$ cat config.mk
export PLATFORM = sky130hd
export DESIGN_NAME = crf_regs
export DESIGN_NICKNAME = d
export VERILOG_FILES = /design/src/crf_pkg.sv /design/src/crf_regs.sv
export SDC_FILE = /design/constraint.sdc
export NUM_CORES = 2
export LEC_CHECK = 0
export BUFFER_PORTS_ARGS = -buffer_cell sky130_fd_sc_hd__buf_2
export CAP_MARGIN = 20
export CELL_PAD_IN_SITES_DETAIL_PLACEMENT = 1
export CELL_PAD_IN_SITES_GLOBAL_PLACEMENT = 1
export CORE_ASPECT_RATIO = 0.5
export CORE_UTILIZATION = 49
export DETAILED_ROUTE_END_ITERATION = 6
export PLACE_DENSITY_LB_ADDON = 0.3
export SLEW_MARGIN = 10
export SYNTH_ARGS = -nofsm -noshare
export SYNTH_HDL_FRONTEND = slang
export SYNTH_SLANG_ARGS = --single-unit
$ cat constraint.sdc
create_clock -name clk_sys -period 14.6 [get_ports clk_sys]
set_input_delay 1.46 -clock clk_sys [delete_from_list [all_inputs] [get_ports clk_sys]]
set_output_delay 1.46 -clock clk_sys [all_outputs]
set_load 0.02 [all_outputs]
$ cat src/crf_pkg.sv
package crf_pkg;

    // Register word offsets (byte addresses)
    localparam logic [4:0] ADDR_ACCUMULATOR = 5'h00;
    localparam logic [4:0] ADDR_INDEX_PAIR = 5'h04;
    localparam logic [4:0] ADDR_STACK_POINTER = 5'h08;
    localparam logic [4:0] ADDR_PROGRAM_COUNTER = 5'h0C;
    localparam logic [4:0] ADDR_CONDITION_FLAGS = 5'h10;
    localparam logic [4:0] ADDR_COMMAND = 5'h14;
    localparam logic [4:0] ADDR_STATUS = 5'h18;

    // Condition flag bit positions
    localparam int FLAG_C = 0;
    localparam int FLAG_Z = 1;
    localparam int FLAG_N = 2;
    localparam int FLAG_I = 3;
    localparam int FLAG_H = 4;
    localparam int FLAG_V = 7;
    localparam logic [7:0] FLAGS_FIXED_ONES = 8'h60;
    localparam logic [7:0] FLAGS_RESET = 8'h68;

    // Reset values
    localparam logic [15:0] SP_RESET = 16'h00FF;
    localparam logic [7:0] SP_LOW_RELOAD = 8'hFF;

    // Vector addresses
    localparam logic [15:0] VEC_RESET_HI = 16'hFFFE;
    localparam logic [15:0] VEC_BREAK = 16'hFFFC;
    localparam logic [15:0] VEC_BREAK_MONITOR = 16'hFEFC;
    localparam logic [15:0] VEC_SOFTWARE = 16'hFFFC;
    localparam logic [15:0] VEC_IRQ_BASE = 16'hFFFA;
    localparam int IRQ_COUNT = 4;

    // Opcode placed in the instruction register on break entry
    localparam logic [7:0] SOFTWARE_TRAP_OPCODE = 8'h83;

    // Command field layout
    localparam int CMD_OP_LSB = 0;
    localparam int CMD_OP_W = 5;
    localparam int CMD_DATA_LSB = 8;
    localparam int CMD_BIT_LSB = 24;

    // Operation codes written to the command register
    localparam logic [4:0] OP_NOP = 5'h00;
    localparam logic [4:0] OP_ADD = 5'h01;
    localparam logic [4:0] OP_ADC = 5'h02;
    localparam logic [4:0] OP_SUB = 5'h03;
    localparam logic [4:0] OP_AND = 5'h04;
    localparam logic [4:0] OP_ASL = 5'h05;
    localparam logic [4:0] OP_ROL = 5'h06;
    localparam logic [4:0] OP_LOAD = 5'h07;
    localparam logic [4:0] OP_BIT_TEST = 5'h08;
    localparam logic [4:0] OP_DECIMAL_ADJUST = 5'h09;
    localparam logic [4:0] OP_STACK_LOW_RELOAD = 5'h0A;
    localparam logic [4:0] OP_MASK_CLEAR = 5'h0B;
    localparam logic [4:0] OP_PUSH_ACC = 5'h0C;
    localparam logic [4:0] OP_PULL_ACC = 5'h0D;
    localparam logic [4:0] OP_PUSH_INDEX_HIGH = 5'h0E;
    localparam logic [4:0] OP_PULL_INDEX_HIGH = 5'h0F;
    localparam logic [4:0] OP_SOFTWARE_TRAP = 5'h10;
    localparam logic [4:0] OP_INTERRUPT_RETURN = 5'h11;
    localparam logic [4:0] OP_WAIT = 5'h12;
    localparam logic [4:0] OP_STOP = 5'h13;
    localparam logic [4:0] OP_JUMP = 5'h14;
    localparam logic [4:0] OP_FETCH = 5'h15;

    // Oscillator stabilisation delay after stop
    localparam int CLK_MHZ = 125;
    localparam int STAB_TIME_NS = 32000;
    localparam int STAB_CYCLES = (STAB_TIME_NS * CLK_MHZ + 999) / 1000;
    localparam logic [11:0] STAB_LAST = 12'(STAB_CYCLES - 1);

    // Step index of the last of the five bytes stacked on interrupt entry
    localparam logic [2:0] STACK_FRAME_LAST = 3'h4;

endpackage

$ cat src/crf_regs.sv
// Overview of operation
// RL1: One 8-bit accumulator feeds operations and takes their results.
// RL2: 16-bit index register is high byte joined to low byte.
// RL3: Reset sets the stack pointer to 00FF.
// RL4: Stack low-byte reload sets low byte to FF, keeps high byte.
// RL5: Stack pointer names next free byte; push decrements, pull increments.
// RL6: Program counter steps on each fetch; jumps and interrupts load a target.
// RL7: Reset loads program counter from the top two bytes, high byte first.
// RL8: Flag register bits 6 and 5 always read one.
// RL9: Overflow flag shows two's complement overflow.
// RL10: Half-carry flag shows carry from bit 3 into 4 on adds.
// RL11: Mask set blocks maskable interrupts; set after stacking, before vector.
// RL12: Interrupt entry does not stack the index high byte.
// RL13: On mask clear the highest-priority pending request goes first.
// RL14: Interrupt return pulls saved registers including the saved mask.
// RL15: Reset sets the mask; mask clear instruction clears it.
// RL16: Negative flag copies result bit 7.
// RL17: Zero flag set on an all-zero result, else cleared.
// RL18: Carry set on add carry-out or subtract borrow; bit test and shifts too.
// RL19: Wait clears mask and sleeps; interrupt exit keeps it clear.
// RL20: Stop clears mask and sleeps; restart waits the stabilisation delay.
// RL21: Break loads trap opcode and break or monitor vector.
// RL22: Break starts at instruction end; return ends it only if request dropped. Here break starts whenever the sequencer is idle; break_last_cycle is unused.
//
// Implementation choices: the address map and register access over Avalon-MM.
`timescale 1ns/1ns
module crf_regs
    import crf_pkg::*;
(
    input wire logic clk_sys,
    input wire logic rst,
    input wire logic [4:0] avs_address,
    input wire logic avs_read,
    input wire logic avs_write,
    input wire logic [31:0] avs_writedata,
    output logic [31:0] avs_readdata,
    output logic avs_waitrequest,
    input wire logic [IRQ_COUNT-1:0] irq_req,
    input wire logic break_req,
    input wire logic break_last_cycle,
    input wire logic monitor_mode,
    output logic [15:0] vector_addr,
    output logic vector_read,
    input wire logic [7:0] vector_data,
    output logic [7:0] instr_reg,
    output logic cpu_clock_run
);

    typedef enum logic [3:0] {
        ST_RST_HI,
        ST_RST_LO,
        ST_IDLE,
        ST_PUSH,
        ST_VEC_HI,
        ST_VEC_LO,
        ST_PULL,
        ST_SLEEP,
        ST_STAB
    } crf_state_e;

    crf_state_e state_q, state_d;
    logic [7:0] acc_q, acc_d;
    logic [7:0] idx_hi_q, idx_hi_d;
    logic [7:0] idx_lo_q, idx_lo_d;
    logic [15:0] sp_q, sp_d;
    logic [15:0] pc_q, pc_d;
    logic [7:0] flags_q, flags_d;
    logic [2:0] step_q, step_d;
    logic [15:0] vaddr_q, vaddr_d;
    logic [7:0] instr_q, instr_d;
    logic brk_active_q, brk_active_d;
    logic stopped_q, stopped_d;
    logic [11:0] stab_q, stab_d;
    logic [31:0] rdata_q, rdata_d;
    logic rd_ack_q, rd_ack_d;
    logic [7:0] stack_mem [0:255];
    logic stk_we;
    logic [7:0] stk_wdata;
    logic [7:0] stk_rdata;

    // Operation decode of a command write
    logic cmd_go;
    logic [4:0] op;
    logic [7:0] opnd;
    logic [2:0] bitsel;
    logic [8:0] sum;
    logic [4:0] half;
    logic [7:0] res;
    logic [7:0] corr;
    logic irq_any;
    logic [15:0] irq_vec;
    logic take_brk;
    logic bus_busy;

    assign op = avs_writedata[CMD_OP_LSB +: CMD_OP_W];
    assign opnd = avs_writedata[CMD_DATA_LSB +: 8];
    assign bitsel = avs_writedata[CMD_BIT_LSB +: 3];
    assign stk_rdata = stack_mem[sp_q[7:0] + 8'h01];

    // Lowest index is the highest priority request
    always_comb begin
        irq_any = |irq_req;
        irq_vec = VEC_IRQ_BASE;
        for (int i = IRQ_COUNT - 1; i >= 0; i--) begin
            if (irq_req[i]) begin
                irq_vec = VEC_IRQ_BASE - 16'(2 * i); // RL13
            end
        end
    end

    // Break begins whenever the sequencer is idle; break_last_cycle is not used
    assign take_brk = break_req && !brk_active_q && (state_q == ST_IDLE); // RL22
    assign bus_busy = (state_q != ST_IDLE) || take_brk
        || (irq_any && !flags_q[FLAG_I]);
    assign cmd_go = avs_write && !bus_busy && (avs_address == ADDR_COMMAND);

    // Bus answers: reads take one wait cycle, writes stall while sequencing
    assign avs_waitrequest = (avs_read && !rd_ack_q) || (avs_write && bus_busy);
    assign avs_readdata = rdata_q;
    assign vector_addr = vaddr_q;
    assign vector_read = (state_q == ST_RST_HI) || (state_q == ST_RST_LO)
        || (state_q == ST_VEC_HI) || (state_q == ST_VEC_LO);
    assign instr_reg = instr_q;
    assign cpu_clock_run = (state_q != ST_SLEEP) && (state_q != ST_STAB);

    // Next state of the register set and its sequencer
    always_comb begin
        state_d = state_q;
        acc_d = acc_q;
        idx_hi_d = idx_hi_q;
        idx_lo_d = idx_lo_q;
        sp_d = sp_q;
        pc_d = pc_q;
        flags_d = flags_q;
        step_d = step_q;
        vaddr_d = vaddr_q;
        instr_d = instr_q;
        brk_active_d = brk_active_q;
        stopped_d = stopped_q;
        stab_d = stab_q;
        stk_we = 1'b0;
        stk_wdata = 8'h00;
        sum = 9'h000;
        half = 5'h00;
        res = 8'h00;
        corr = 8'h00;
        case (state_q)
            ST_RST_HI: begin
                pc_d[15:8] = vector_data; // RL7
                vaddr_d = VEC_RESET_HI + 16'h0001;
                state_d = ST_RST_LO;
            end
            ST_RST_LO: begin
                pc_d[7:0] = vector_data; // RL7
                state_d = ST_IDLE;
            end
            ST_IDLE: begin
                if (take_brk) begin
                    instr_d = SOFTWARE_TRAP_OPCODE; // RL21
                    brk_active_d = 1'b1;
                    vaddr_d = monitor_mode ? VEC_BREAK_MONITOR : VEC_BREAK; // RL21
                    step_d = 3'h0;
                    state_d = ST_PUSH;
                end else if (irq_any && !flags_q[FLAG_I]) begin
                    vaddr_d = irq_vec; // RL11 RL13
                    step_d = 3'h0;
                    state_d = ST_PUSH;
                end else if (cmd_go) begin
                    case (op)
                        OP_ADD, OP_ADC, OP_SUB: begin
                            if (op == OP_SUB) begin
                                sum = {1'b0, acc_q} - {1'b0, opnd};
                                flags_d[FLAG_V] = (acc_q[7] != opnd[7]) && (sum[7] != acc_q[7]);
                            end else begin
                                sum = {1'b0, acc_q} + {1'b0, opnd}
                                    + {8'h00, (op == OP_ADC) && flags_q[FLAG_C]};
                                half = {1'b0, acc_q[3:0]} + {1'b0, opnd[3:0]}
                                    + {4'h0, (op == OP_ADC) && flags_q[FLAG_C]};
                                flags_d[FLAG_H] = half[4]; // RL10
                                flags_d[FLAG_V] = (acc_q[7] == opnd[7])
                                    && (sum[7] != acc_q[7]); // RL9
                            end
                            res = sum[7:0];
                            flags_d[FLAG_C] = sum[8]; // RL18
                        end
                        OP_AND: begin
                            res = acc_q & opnd;
                            flags_d[FLAG_V] = 1'b0; // RL9
                        end
                        OP_ASL, OP_ROL: begin
                            res = {acc_q[6:0], (op == OP_ROL) && flags_q[FLAG_C]};
                            flags_d[FLAG_C] = acc_q[7]; // RL18
                            flags_d[FLAG_V] = acc_q[7] ^ acc_q[6]; // RL9
                        end
                        OP_LOAD: begin
                            res = opnd;
                            flags_d[FLAG_V] = 1'b0;
                        end
                        OP_DECIMAL_ADJUST: begin
                            // Correction picked from half-carry and carry
                            if (flags_q[FLAG_C] || (acc_q > 8'h99)) begin
                                corr[7:4] = 4'h6;
                                flags_d[FLAG_C] = 1'b1; // RL10 RL18
                            end
                            if (flags_q[FLAG_H] || (acc_q[3:0] > 4'h9)) begin
                                corr[3:0] = 4'h6; // RL10
                            end
                            res = acc_q + corr;
                        end
                        default: begin
                            res = acc_q;
                        end
                    endcase
                    case (op)
                        OP_ADD, OP_ADC, OP_SUB, OP_AND, OP_ASL, OP_ROL, OP_LOAD,
                        OP_DECIMAL_ADJUST: begin
                            acc_d = res; // RL1
                            flags_d[FLAG_N] = res[7]; // RL16
                            flags_d[FLAG_Z] = (res == 8'h00); // RL17
                        end
                        OP_BIT_TEST: flags_d[FLAG_C] = opnd[bitsel]; // RL18
                        OP_STACK_LOW_RELOAD: sp_d[7:0] = SP_LOW_RELOAD; // RL4
                        OP_MASK_CLEAR: flags_d[FLAG_I] = 1'b0; // RL15
                        OP_PUSH_ACC, OP_PUSH_INDEX_HIGH: begin
                            stk_we = 1'b1;
                            stk_wdata = (op == OP_PUSH_ACC) ? acc_q : idx_hi_q;
                            sp_d = sp_q - 16'h0001; // RL5
                        end
                        OP_PULL_ACC, OP_PULL_INDEX_HIGH: begin
                            if (op == OP_PULL_ACC) begin
                                acc_d = stk_rdata;
                            end else begin
                                idx_hi_d = stk_rdata;
                            end
                            sp_d = sp_q + 16'h0001; // RL5
                        end
                        OP_SOFTWARE_TRAP: begin
                            vaddr_d = VEC_SOFTWARE;
                            step_d = 3'h0;
                            state_d = ST_PUSH;
                        end
                        OP_INTERRUPT_RETURN: begin
                            step_d = 3'h0;
                            state_d = ST_PULL;
                        end
                        OP_WAIT, OP_STOP: begin
                            flags_d[FLAG_I] = 1'b0; // RL19 RL20
                            stopped_d = (op == OP_STOP);
                            state_d = ST_SLEEP;
                        end
                        OP_JUMP: pc_d = avs_writedata[CMD_DATA_LSB +: 16]; // RL6
                        OP_FETCH: pc_d = pc_q + 16'h0001; // RL6
                        default: ;
                    endcase
                end
            end
            ST_PUSH: begin
                // Frame order: PC low, PC high, index low, accumulator, flags
                stk_we = 1'b1;
                case (step_q)
                    3'h0: stk_wdata = pc_q[7:0];
                    3'h1: stk_wdata = pc_q[15:8];
                    3'h2: stk_wdata = idx_lo_q; // RL12
                    3'h3: stk_wdata = acc_q;
                    default: stk_wdata = flags_q;
                endcase
                sp_d = sp_q - 16'h0001; // RL5
                step_d = step_q + 3'h1;
                if (step_q == STACK_FRAME_LAST) begin
                    flags_d[FLAG_I] = 1'b1; // RL11
                    state_d = ST_VEC_HI;
                end
            end
            ST_VEC_HI: begin
                pc_d[15:8] = vector_data; // RL6
                vaddr_d = vaddr_q + 16'h0001;
                state_d = ST_VEC_LO;
            end
            ST_VEC_LO: begin
                pc_d[7:0] = vector_data; // RL6
                state_d = ST_IDLE;
            end
            ST_PULL: begin
                case (step_q)
                    3'h0: flags_d = stk_rdata | FLAGS_FIXED_ONES; // RL14 RL8
                    3'h1: acc_d = stk_rdata;
                    3'h2: idx_lo_d = stk_rdata;
                    3'h3: pc_d[15:8] = stk_rdata;
                    default: pc_d[7:0] = stk_rdata;
                endcase
                sp_d = sp_q + 16'h0001; // RL5
                step_d = step_q + 3'h1;
                if (step_q == STACK_FRAME_LAST) begin
                    if (!break_req) begin
                        brk_active_d = 1'b0; // RL22
                    end
                    state_d = ST_IDLE;
                end
            end
            ST_SLEEP: begin
                // Stop wakes only on the external request, wait on any
                if (stopped_q ? irq_req[0] : irq_any) begin
                    stab_d = 12'h000;
                    state_d = stopped_q ? ST_STAB : ST_IDLE; // RL19
                end
            end
            ST_STAB: begin
                stab_d = stab_q + 12'h001;
                if (stab_q == STAB_LAST) begin
                    state_d = ST_IDLE; // RL20
                end
            end
            default: state_d = ST_IDLE;
        endcase
        // Direct register writes only land while the sequencer is idle
        if (avs_write && !bus_busy) begin
            case (avs_address)
                ADDR_ACCUMULATOR: acc_d = avs_writedata[7:0];
                ADDR_INDEX_PAIR: begin
                    idx_hi_d = avs_writedata[15:8]; // RL2
                    idx_lo_d = avs_writedata[7:0];
                end
                ADDR_STACK_POINTER: sp_d = avs_writedata[15:0];
                ADDR_PROGRAM_COUNTER: pc_d = avs_writedata[15:0];
                ADDR_CONDITION_FLAGS: flags_d = avs_writedata[7:0] | FLAGS_FIXED_ONES; // RL8
                default: ;
            endcase
        end
    end

    // Read data capture; unmapped words read zero
    always_comb begin
        rd_ack_d = avs_read && !rd_ack_q;
        rdata_d = 32'h0000_0000;
        case (avs_address)
            ADDR_ACCUMULATOR: rdata_d[7:0] = acc_q;
            ADDR_INDEX_PAIR: rdata_d[15:0] = {idx_hi_q, idx_lo_q}; // RL2
            ADDR_STACK_POINTER: rdata_d[15:0] = sp_q;
            ADDR_PROGRAM_COUNTER: rdata_d[15:0] = pc_q;
            ADDR_CONDITION_FLAGS: rdata_d[7:0] = flags_q | FLAGS_FIXED_ONES; // RL8
            ADDR_STATUS: rdata_d = {16'h0000, instr_q, 2'b00, stopped_q, brk_active_q,
                state_q};
            default: ;
        endcase
    end

    // Register stage; reset leaves mask set and stack at top of page zero
    always_ff @(posedge clk_sys) begin
        if (rst) begin
            state_q <= ST_RST_HI;
            acc_q <= 8'h00;
            idx_hi_q <= 8'h00;
            idx_lo_q <= 8'h00;
            sp_q <= SP_RESET; // RL3
            pc_q <= 16'h0000;
            flags_q <= FLAGS_RESET; // RL15
            step_q <= 3'h0;
            vaddr_q <= VEC_RESET_HI; // RL7
            instr_q <= 8'h00;
            brk_active_q <= 1'b0;
            stopped_q <= 1'b0;
            stab_q <= 12'h000;
            rdata_q <= 32'h0000_0000;
            rd_ack_q <= 1'b0;
        end else begin
            state_q <= state_d;
            acc_q <= acc_d;
            idx_hi_q <= idx_hi_d;
            idx_lo_q <= idx_lo_d;
            sp_q <= sp_d;
            pc_q <= pc_d;
            flags_q <= flags_d;
            step_q <= step_d;
            vaddr_q <= vaddr_d;
            instr_q <= instr_d;
            brk_active_q <= brk_active_d;
            stopped_q <= stopped_d;
            stab_q <= stab_d;
            rdata_q <= rdata_d;
            rd_ack_q <= rd_ack_d;
        end
    end

    // Stack memory indexed by the low byte of the pointer
    always_ff @(posedge clk_sys) begin
        if (stk_we) begin
            stack_mem[sp_q[7:0]] <= stk_wdata; // RL5
        end
    end

endmodule

; ---- Word level (Yosys, flattened, before mapping)
; Memories as Yosys holds them, arrays and structs flattened.
; Index checks and enable logic that the tools add are counted.
[classes]
addsub = 13
n_mux = 131
n_lt_le_gt_ge = 3
n_bitwise = 4
eq_ne = 57
reduce_logical = 53
[op_table]
columns = op, count
row1 = 8-bit two-way mux, 33
row2 = 16-bit two-way mux, 14
row3 = 16-bit one-hot mux with 3 select lines, 2
row4 = 4-bit two-way mux, 22
row5 = 8-bit one-hot mux with 3 select lines, 3
row6 = 8-bit one-hot mux with 2 select lines, 4
row7 = 8-bit one-hot mux with 4 select lines, 2
row8 = 5-bit by 4-bit == test with 1-bit output (second input constant), 10
row9 = 16-bit by 1-bit adder with 16-bit output (second input constant), 3
row10 = 8-bit one-hot mux with 6 select lines, 1
row11 = 5-bit == test (second input constant), 9
row12 = 8-bit one-hot mux with 5 select lines, 1
row13 = 16-bit one-hot mux with 2 select lines, 1
row14 = 4-bit one-hot mux with 7 select lines, 1
row15 = 5-bit by 3-bit == test with 1-bit output (second input constant), 5
row16 = 12-bit one-hot mux with 2 select lines, 1
row17 = 1-bit two-way mux, 21
row18 = 3-bit two-way mux, 6
row19 = 9-bit two-way mux, 2
row20 = 2-bit OR reduction, 9
row21 = 4-bit by 3-bit == test with 1-bit output (second input constant), 4
row22 = 16-bit by 1-bit subtractor with 16-bit output (second input constant), 1
row23 = 5-bit two-way mux, 3
row24 = 12-bit by 1-bit adder with 12-bit output (second input constant), 1
row25 = 54 further kinds, 102
[totals]
ramBits = 2048
mem_count = 1
ff_bits = 135
in_bits = 56
[mem_list]
columns = memory, words, word_bits, rd, rd_clocked_by_memory_dff, write_ports, line
row1 = stack_mem, 256, 8, 1, 0, 1, crf_regs.sv:76  ; logic [7:0] stack_mem [0:255];

; ---- Logic depth before layout (Yosys ltp)
[logic_depth]
depth_word = 26
depth_mapped = 20
ltp_nobuf = 15

; ---- Worst setup path before layout
; No wires, ideal clock.
[synth_timing]
kind = input -> register
start = in avs_writedata[1]
end = mem stack_mem[0][4] (data pin)
arrival_time_ps = 12655
required_time_ps = 12413
setup_slack_ps = -243
path_stages = 7
setup_ps = 2187
path_cell_list = clkbuf_1 or2_2 clkbuf_1 or3_1 clkbuf_1 mux2i_1 o21ai_0
[synth_between]
elab_chain_len = 7
word_cells_on_any_way = 9
cone_classes = eq/ne (2) / mux (6) / reduce/logical (1)
[synth_rtl]
columns = item, line
row1 = start: declaration, crf_regs.sv:35  ; input wire logic [31:0] avs_writedata,
row2 = "5-bit by 4-bit == test with 1-bit output, on equally long branches", "crf_regs.sv:214, crf_regs.sv:226"
row3 = 8-bit two-way mux / 2-bit OR reduction (equally long branches), "crf_regs.sv:226, crf_regs.sv:214"
row4 = 8-bit two-way mux (*), crf_regs.sv:214  ; case (op)
row5 = 8-bit two-way mux (*), crf_regs.sv:168  ; end else if (cmd_go) begin
row6 = 8-bit two-way mux (*), crf_regs.sv:164  ; end else if (irq_any && !flags_q[FLAG_I]) begin
row7 = 8-bit two-way mux (*), crf_regs.sv:158  ; if (take_brk) begin
row8 = 8-bit one-hot mux with 2 select lines (*), crf_regs.sv:147  ; case (state_q)
row9 = via stk_wdata[4], crf_regs.sv:78  ; logic [7:0] stk_wdata;
row10 = end: declaration, crf_regs.sv:76
; The timed path passes the listed nets; every way through them passes the cells marked *.

; ---- Worst setup path in the final report
[layout_timing]
start = reg sp_q[0]
end = reg idx_lo_q[5]
[layout_between]
elab_chain_len = 6
[layout_rtl]
columns = item, line
row1 = start: declaration, crf_regs.sv:65  ; logic [15:0] sp_q, sp_d;
row2 = start signal: assignment, crf_regs.sv:370  ; sp_q <= sp_d;
row3 = 8-bit by 1-bit adder with 8-bit output (*), crf_regs.sv:98  ; assign stk_rdata = stack_mem[sp_q[7:0] + 8'h01];
row4 = memory 256 x 8 bit (*), --
row5 = 8-bit two-way mux (*), crf_regs.sv:284  ; case (step_q)
row6 = 8-bit two-way mux (*), crf_regs.sv:147
row7 = 8-bit two-way mux, crf_regs.sv:317  ; case (avs_address)
row8 = 8-bit two-way mux (*), crf_regs.sv:316  ; if (avs_write && !bus_busy) begin
row9 = end signal: assignment, crf_regs.sv:369  ; idx_lo_q <= idx_lo_d;
row10 = end: declaration, crf_regs.sv:64  ; logic [7:0] idx_lo_q, idx_lo_d;
; Every way passes the cells marked *; elsewhere a longest branch is shown, timed or not.
; A chain may end at the register's enable or synchronous reset.

==> results.py <==
metrics = {
    "detailed_routing": {
        "num_vias": 55700,
        "drc_errors": 4,
        "postRouteAntennaNets": 0,
        "vias_per_cell": 6.63,
        "drtIter0Drc": 7031,
        "drtPass1Iterations": 7,
        "finalWirelength_um": 281000,
        "drt-wirelength-per-cell_um": 33.4,
    },
    "clock_network": {
        "cts.htree.levels": 4,
        "cts_tree": "done",
        "cts.sinks": 2167,
        "cts_buffer_depth": 4,
        "holdBufCountCts": 0,
        "clockRootBuffer": "clkbuf_16",
        "clock_latency_ns": 0.85,
        "numCtsBuffers": 195,
        "cts_resized": 0,
        "post-cts-setup-buffer-count": 0,
        "clk_pin_slew_worst_paths_ns": 0.07,
    },
    "synthesis": {
        "synth_top_area_share_pct": 68.0,
        "synth_edf_count": 2048,
        "synth_area_leaders": "edfxtp_1 (68%), mux4_2 (10%), nand2_1 (3.4%), dfxtp_1 (2.6%), nor2_1 (1.8%)",
        "ys_types": 94,
        "syn_area_mm2": 0.0905,
        "syn_inst": 5796,
        "ys.flop_type": "edfxtp_1",
        "syn_area_per_cell_um2": 15.6,
        "yosysWarnings": 0,
        "synth_top_cell_by_area": "edfxtp_1",
        "seq_area_frac_synth_pct": 70.6,
        "synthArstFlopShare_pct": 0,
        "ys_ff_latch": 2167,
    },
    "power": {
        "powerDensity_mw_per_mm2": 211,
        "power_leakage_uw": 0.0309,
        "total_power_uw": 21000,
        "irDropWorstVdd_v": 0.000339,
    },
    "die": {
        "initial_utilization_pct": 49.3,
        "ios": 115,
        "rows": 111,
        "core_mm2": 0.183,
        "dieArea_mm2": 0.186,
        "die_x_um": 610,
        "die_h_um": 306,
    },
    "global_route": {
        "use_met1_pct": 41.0,
        "gr-total-overflow": 0,
        "grt_usage_pct": 29.7,
        "busiest_layer": "met2",
        "grt_pass1_vias": 56500,
        "grt_use_met2_pct": 46.5,
        "use_met3_pct": 6.60,
        "grt_max_degree": 233,
        "grt_pass1_wl_um": 402000,
        "antenna_found_initial": 8,
    },
    "finish": {
        "diodes": 0,
        "nNetsFinal": 5928,
        "layout_commonest_cell": "edfxtp_1",
        "layout_common_cells": "edfxtp_1 (2048), nand2_1 (827), nor2_1 (420)",
        "area_growth_pct": 9.87,
        "drive_above_1_share_pct": 15.9,
        "largest_reg_flops": 2048,
    },
    "worst_setup_path": {
        "crit_buf_inv": 3,
        "end_kind": "flip-flop",
        "timing_worst_setup_path_type": "reg2reg",
        "worst_setup_path_start_kind": "flip-flop",
        "cp_top_family": "compound AO/OA/AOI/OAI gates",
        "crit_arrival_ns": 8.03,
        "slowest_stage": "a2111oi_0",
        "worstPathCellList": "ha_1 -> xor2_4 -> buf_12 -> buf_4 -> buf_4 -> mux2i_1 -> a32oi_1 -> a31oi_1 -> a2111oi_0 -> a211oi_1 -> o32ai_2 -> nor2_1 -> o211ai_1",
        "r2r_cells": 13,
        "r2r_setup_slack_ns": 7.30,
        "cp_common_cell": "buf_4",
        "r2r_end": "idx_lo_q[5]",
        "cpPeakStageDelay_ns": 1.04,
        "r2r_start": "sp_q[0]",
        "path_max_fanout": 131,
        "worstPathRequired_ns": 15.33,
    },
    "sta": {
        "slew_viol_final": 0,
        "slew_headroom_pct": 10.3,
        "max_clock_freq_mhz": 137,
        "setup_viol": 0,
        "tns_ns": 0,
        "rsz0062_at_grt": "no",
        "skew_ns": 0.0638,
        "hold_viol": 0,
        "finalCritPeriodShare_pct": 50.0,
        "min_period_ns": 7.30,
        "worst_slew_pin_slew_ns": 1.34,
    },
    "min_path": {
        "hold_class": "reg2reg",
        "min_from": "flags_q[6]",
        "holdPathStages": 1,
        "hold-path-endpoint": "flags_q[6]",
    },
    "placement": {
        "gp_congestion": 0.927,
        "io_buffer_count": 87,
        "dp_hpwl_um": 174000,
    },
    "outcome": {
        "status": "finished, violations left",
        "violations": "design-rule violations",
    },
    "flow_run": {
        "max-cap-violations": 0,
    },
}
[power by group]
group          leakage (uW)  internal (uW)  switching [uW]  total (uW)
Sequential           0.0187           6840             119        6960
Combinational       0.00925           2510            6470        8990
Clock               0.00296           2780            2270        5060
[worst max path at each step]
stage	depth (start not counted)	startpoint	slack (ns)	endpoint
2_1_floorplan	5	irq_req[0]	3.42	stack_mem[0][0]
3_3_place_gp	13	sp_q[0]	7.46	idx_lo_q[4]
3_5_place_dp	13	sp_q[0]	7.28	idx_lo_q[4]
4_1_cts	13	sp_q[0]	7.28	idx_lo_q[4]
5_1_grt	13	sp_q[0]	7.01	idx_lo_q[4]
6_report	13	sp_q[0]	7.30	idx_lo_q[5]
[per-stage QoR]
stage	hold WS [ns]	cell area, um2	worst slack [ns]	utilization [%]	std cells
finish	0.451	99400	7.30	54.2	8409
global route	0.478	99400	7.01	54.2	8409
CTS	0.448	99400	7.28	54.2	8407
detailed placement	0.430	93300	7.28	50.9	8063
global placement	0.431	93300	7.46	50.9	8061
floorplan	0.410	90500	3.42	-	5816
[per-layer routing]
layer / wire length (um) / share of wire (%) / up-vias
met5: 52 / 0.019 / -
met4: 12000 / 4.3 / 6
met3: 30000 / 11 / 626
li1: - / - / 22700
met2: 129000 / 46 / 3216
met1: 110000 / 39 / 29200
[cell usage after synthesis (8+ instances only)]
| master | number |
|---|---|
| a2111oi_0 | 10 |
| nor4_1 | 17 |
| o22ai_1 | 28 |
| ha_1 | 35 |
| inv_1 | 42 |
| a221o_1 | 14 |
| and2_1 | 15 |
| a221oi_1 | 29 |
| nor3b_1 | 11 |
| and3_1 | 31 |
| nor2b_1 | 23 |
| o31ai_1 | 10 |
| mux4_2 | 400 |
| buf_4 | 76 |
| nand3_1 | 296 |
| xor2_1 | 16 |
| a311oi_1 | 8 |
| buf_1 | 38 |
| and4_1 | 8 |
| nor3_1 | 51 |
| or4_1 | 8 |
| mux2_2 | 12 |
| a21o_1 | 10 |
| a22oi_1 | 32 |
| o21ai_0 | 133 |
| buf_2 | 125 |
| clkbuf_1 | 146 |
| edfxtp_1 | 2048 |
| nand2_1 | 827 |
| nor2_1 | 423 |
| nand4_1 | 51 |
| nand2b_1 | 13 |
| dfxtp_1 | 119 |
| nor4b_1 | 9 |
| o221ai_1 | 16 |
| xnor2_1 | 27 |
| a21oi_1 | 144 |
| a211oi_1 | 26 |
| o211ai_1 | 19 |
| buf_6 | 16 |
| o21ai_1 | 13 |
| a32oi_1 | 83 |
| a31oi_1 | 102 |
| mux2i_1 | 120 |
[kinds of logic after synthesis]
group	synth area share, %
other cells	0.00414
compound gates	5.61
fa+ha+maj	0.573
simple gates	8.78
buf+inv	2.49
flops	70.6
xor+xnor	0.483
mux	11.5
[worst reg2reg max path: stages (launching register included)]
cell	delay (ns)
dfxtp_4	0.74
ha_1	0.93
xor2_4	0.67
buf_12	0.56
buf_4	0.66
buf_4	0.67
mux2i_1	0.21
a32oi_1	0.20
a31oi_1	0.10
a2111oi_0	1.04
a211oi_1	0.31
o32ai_2	0.60
nor2_1	0.31
o211ai_1	0.25
[layout make-up]
cell class,instances,area [um2]
fill,17100,83900
sequential,2167,63900
multi-input combinational,3202,24700
clock buffer,244,5130
tap,2429,3040
timing repair buffer,222,1570
clock inverter,100,927
inverter,45,169
(Power assumes the default switching activity.)
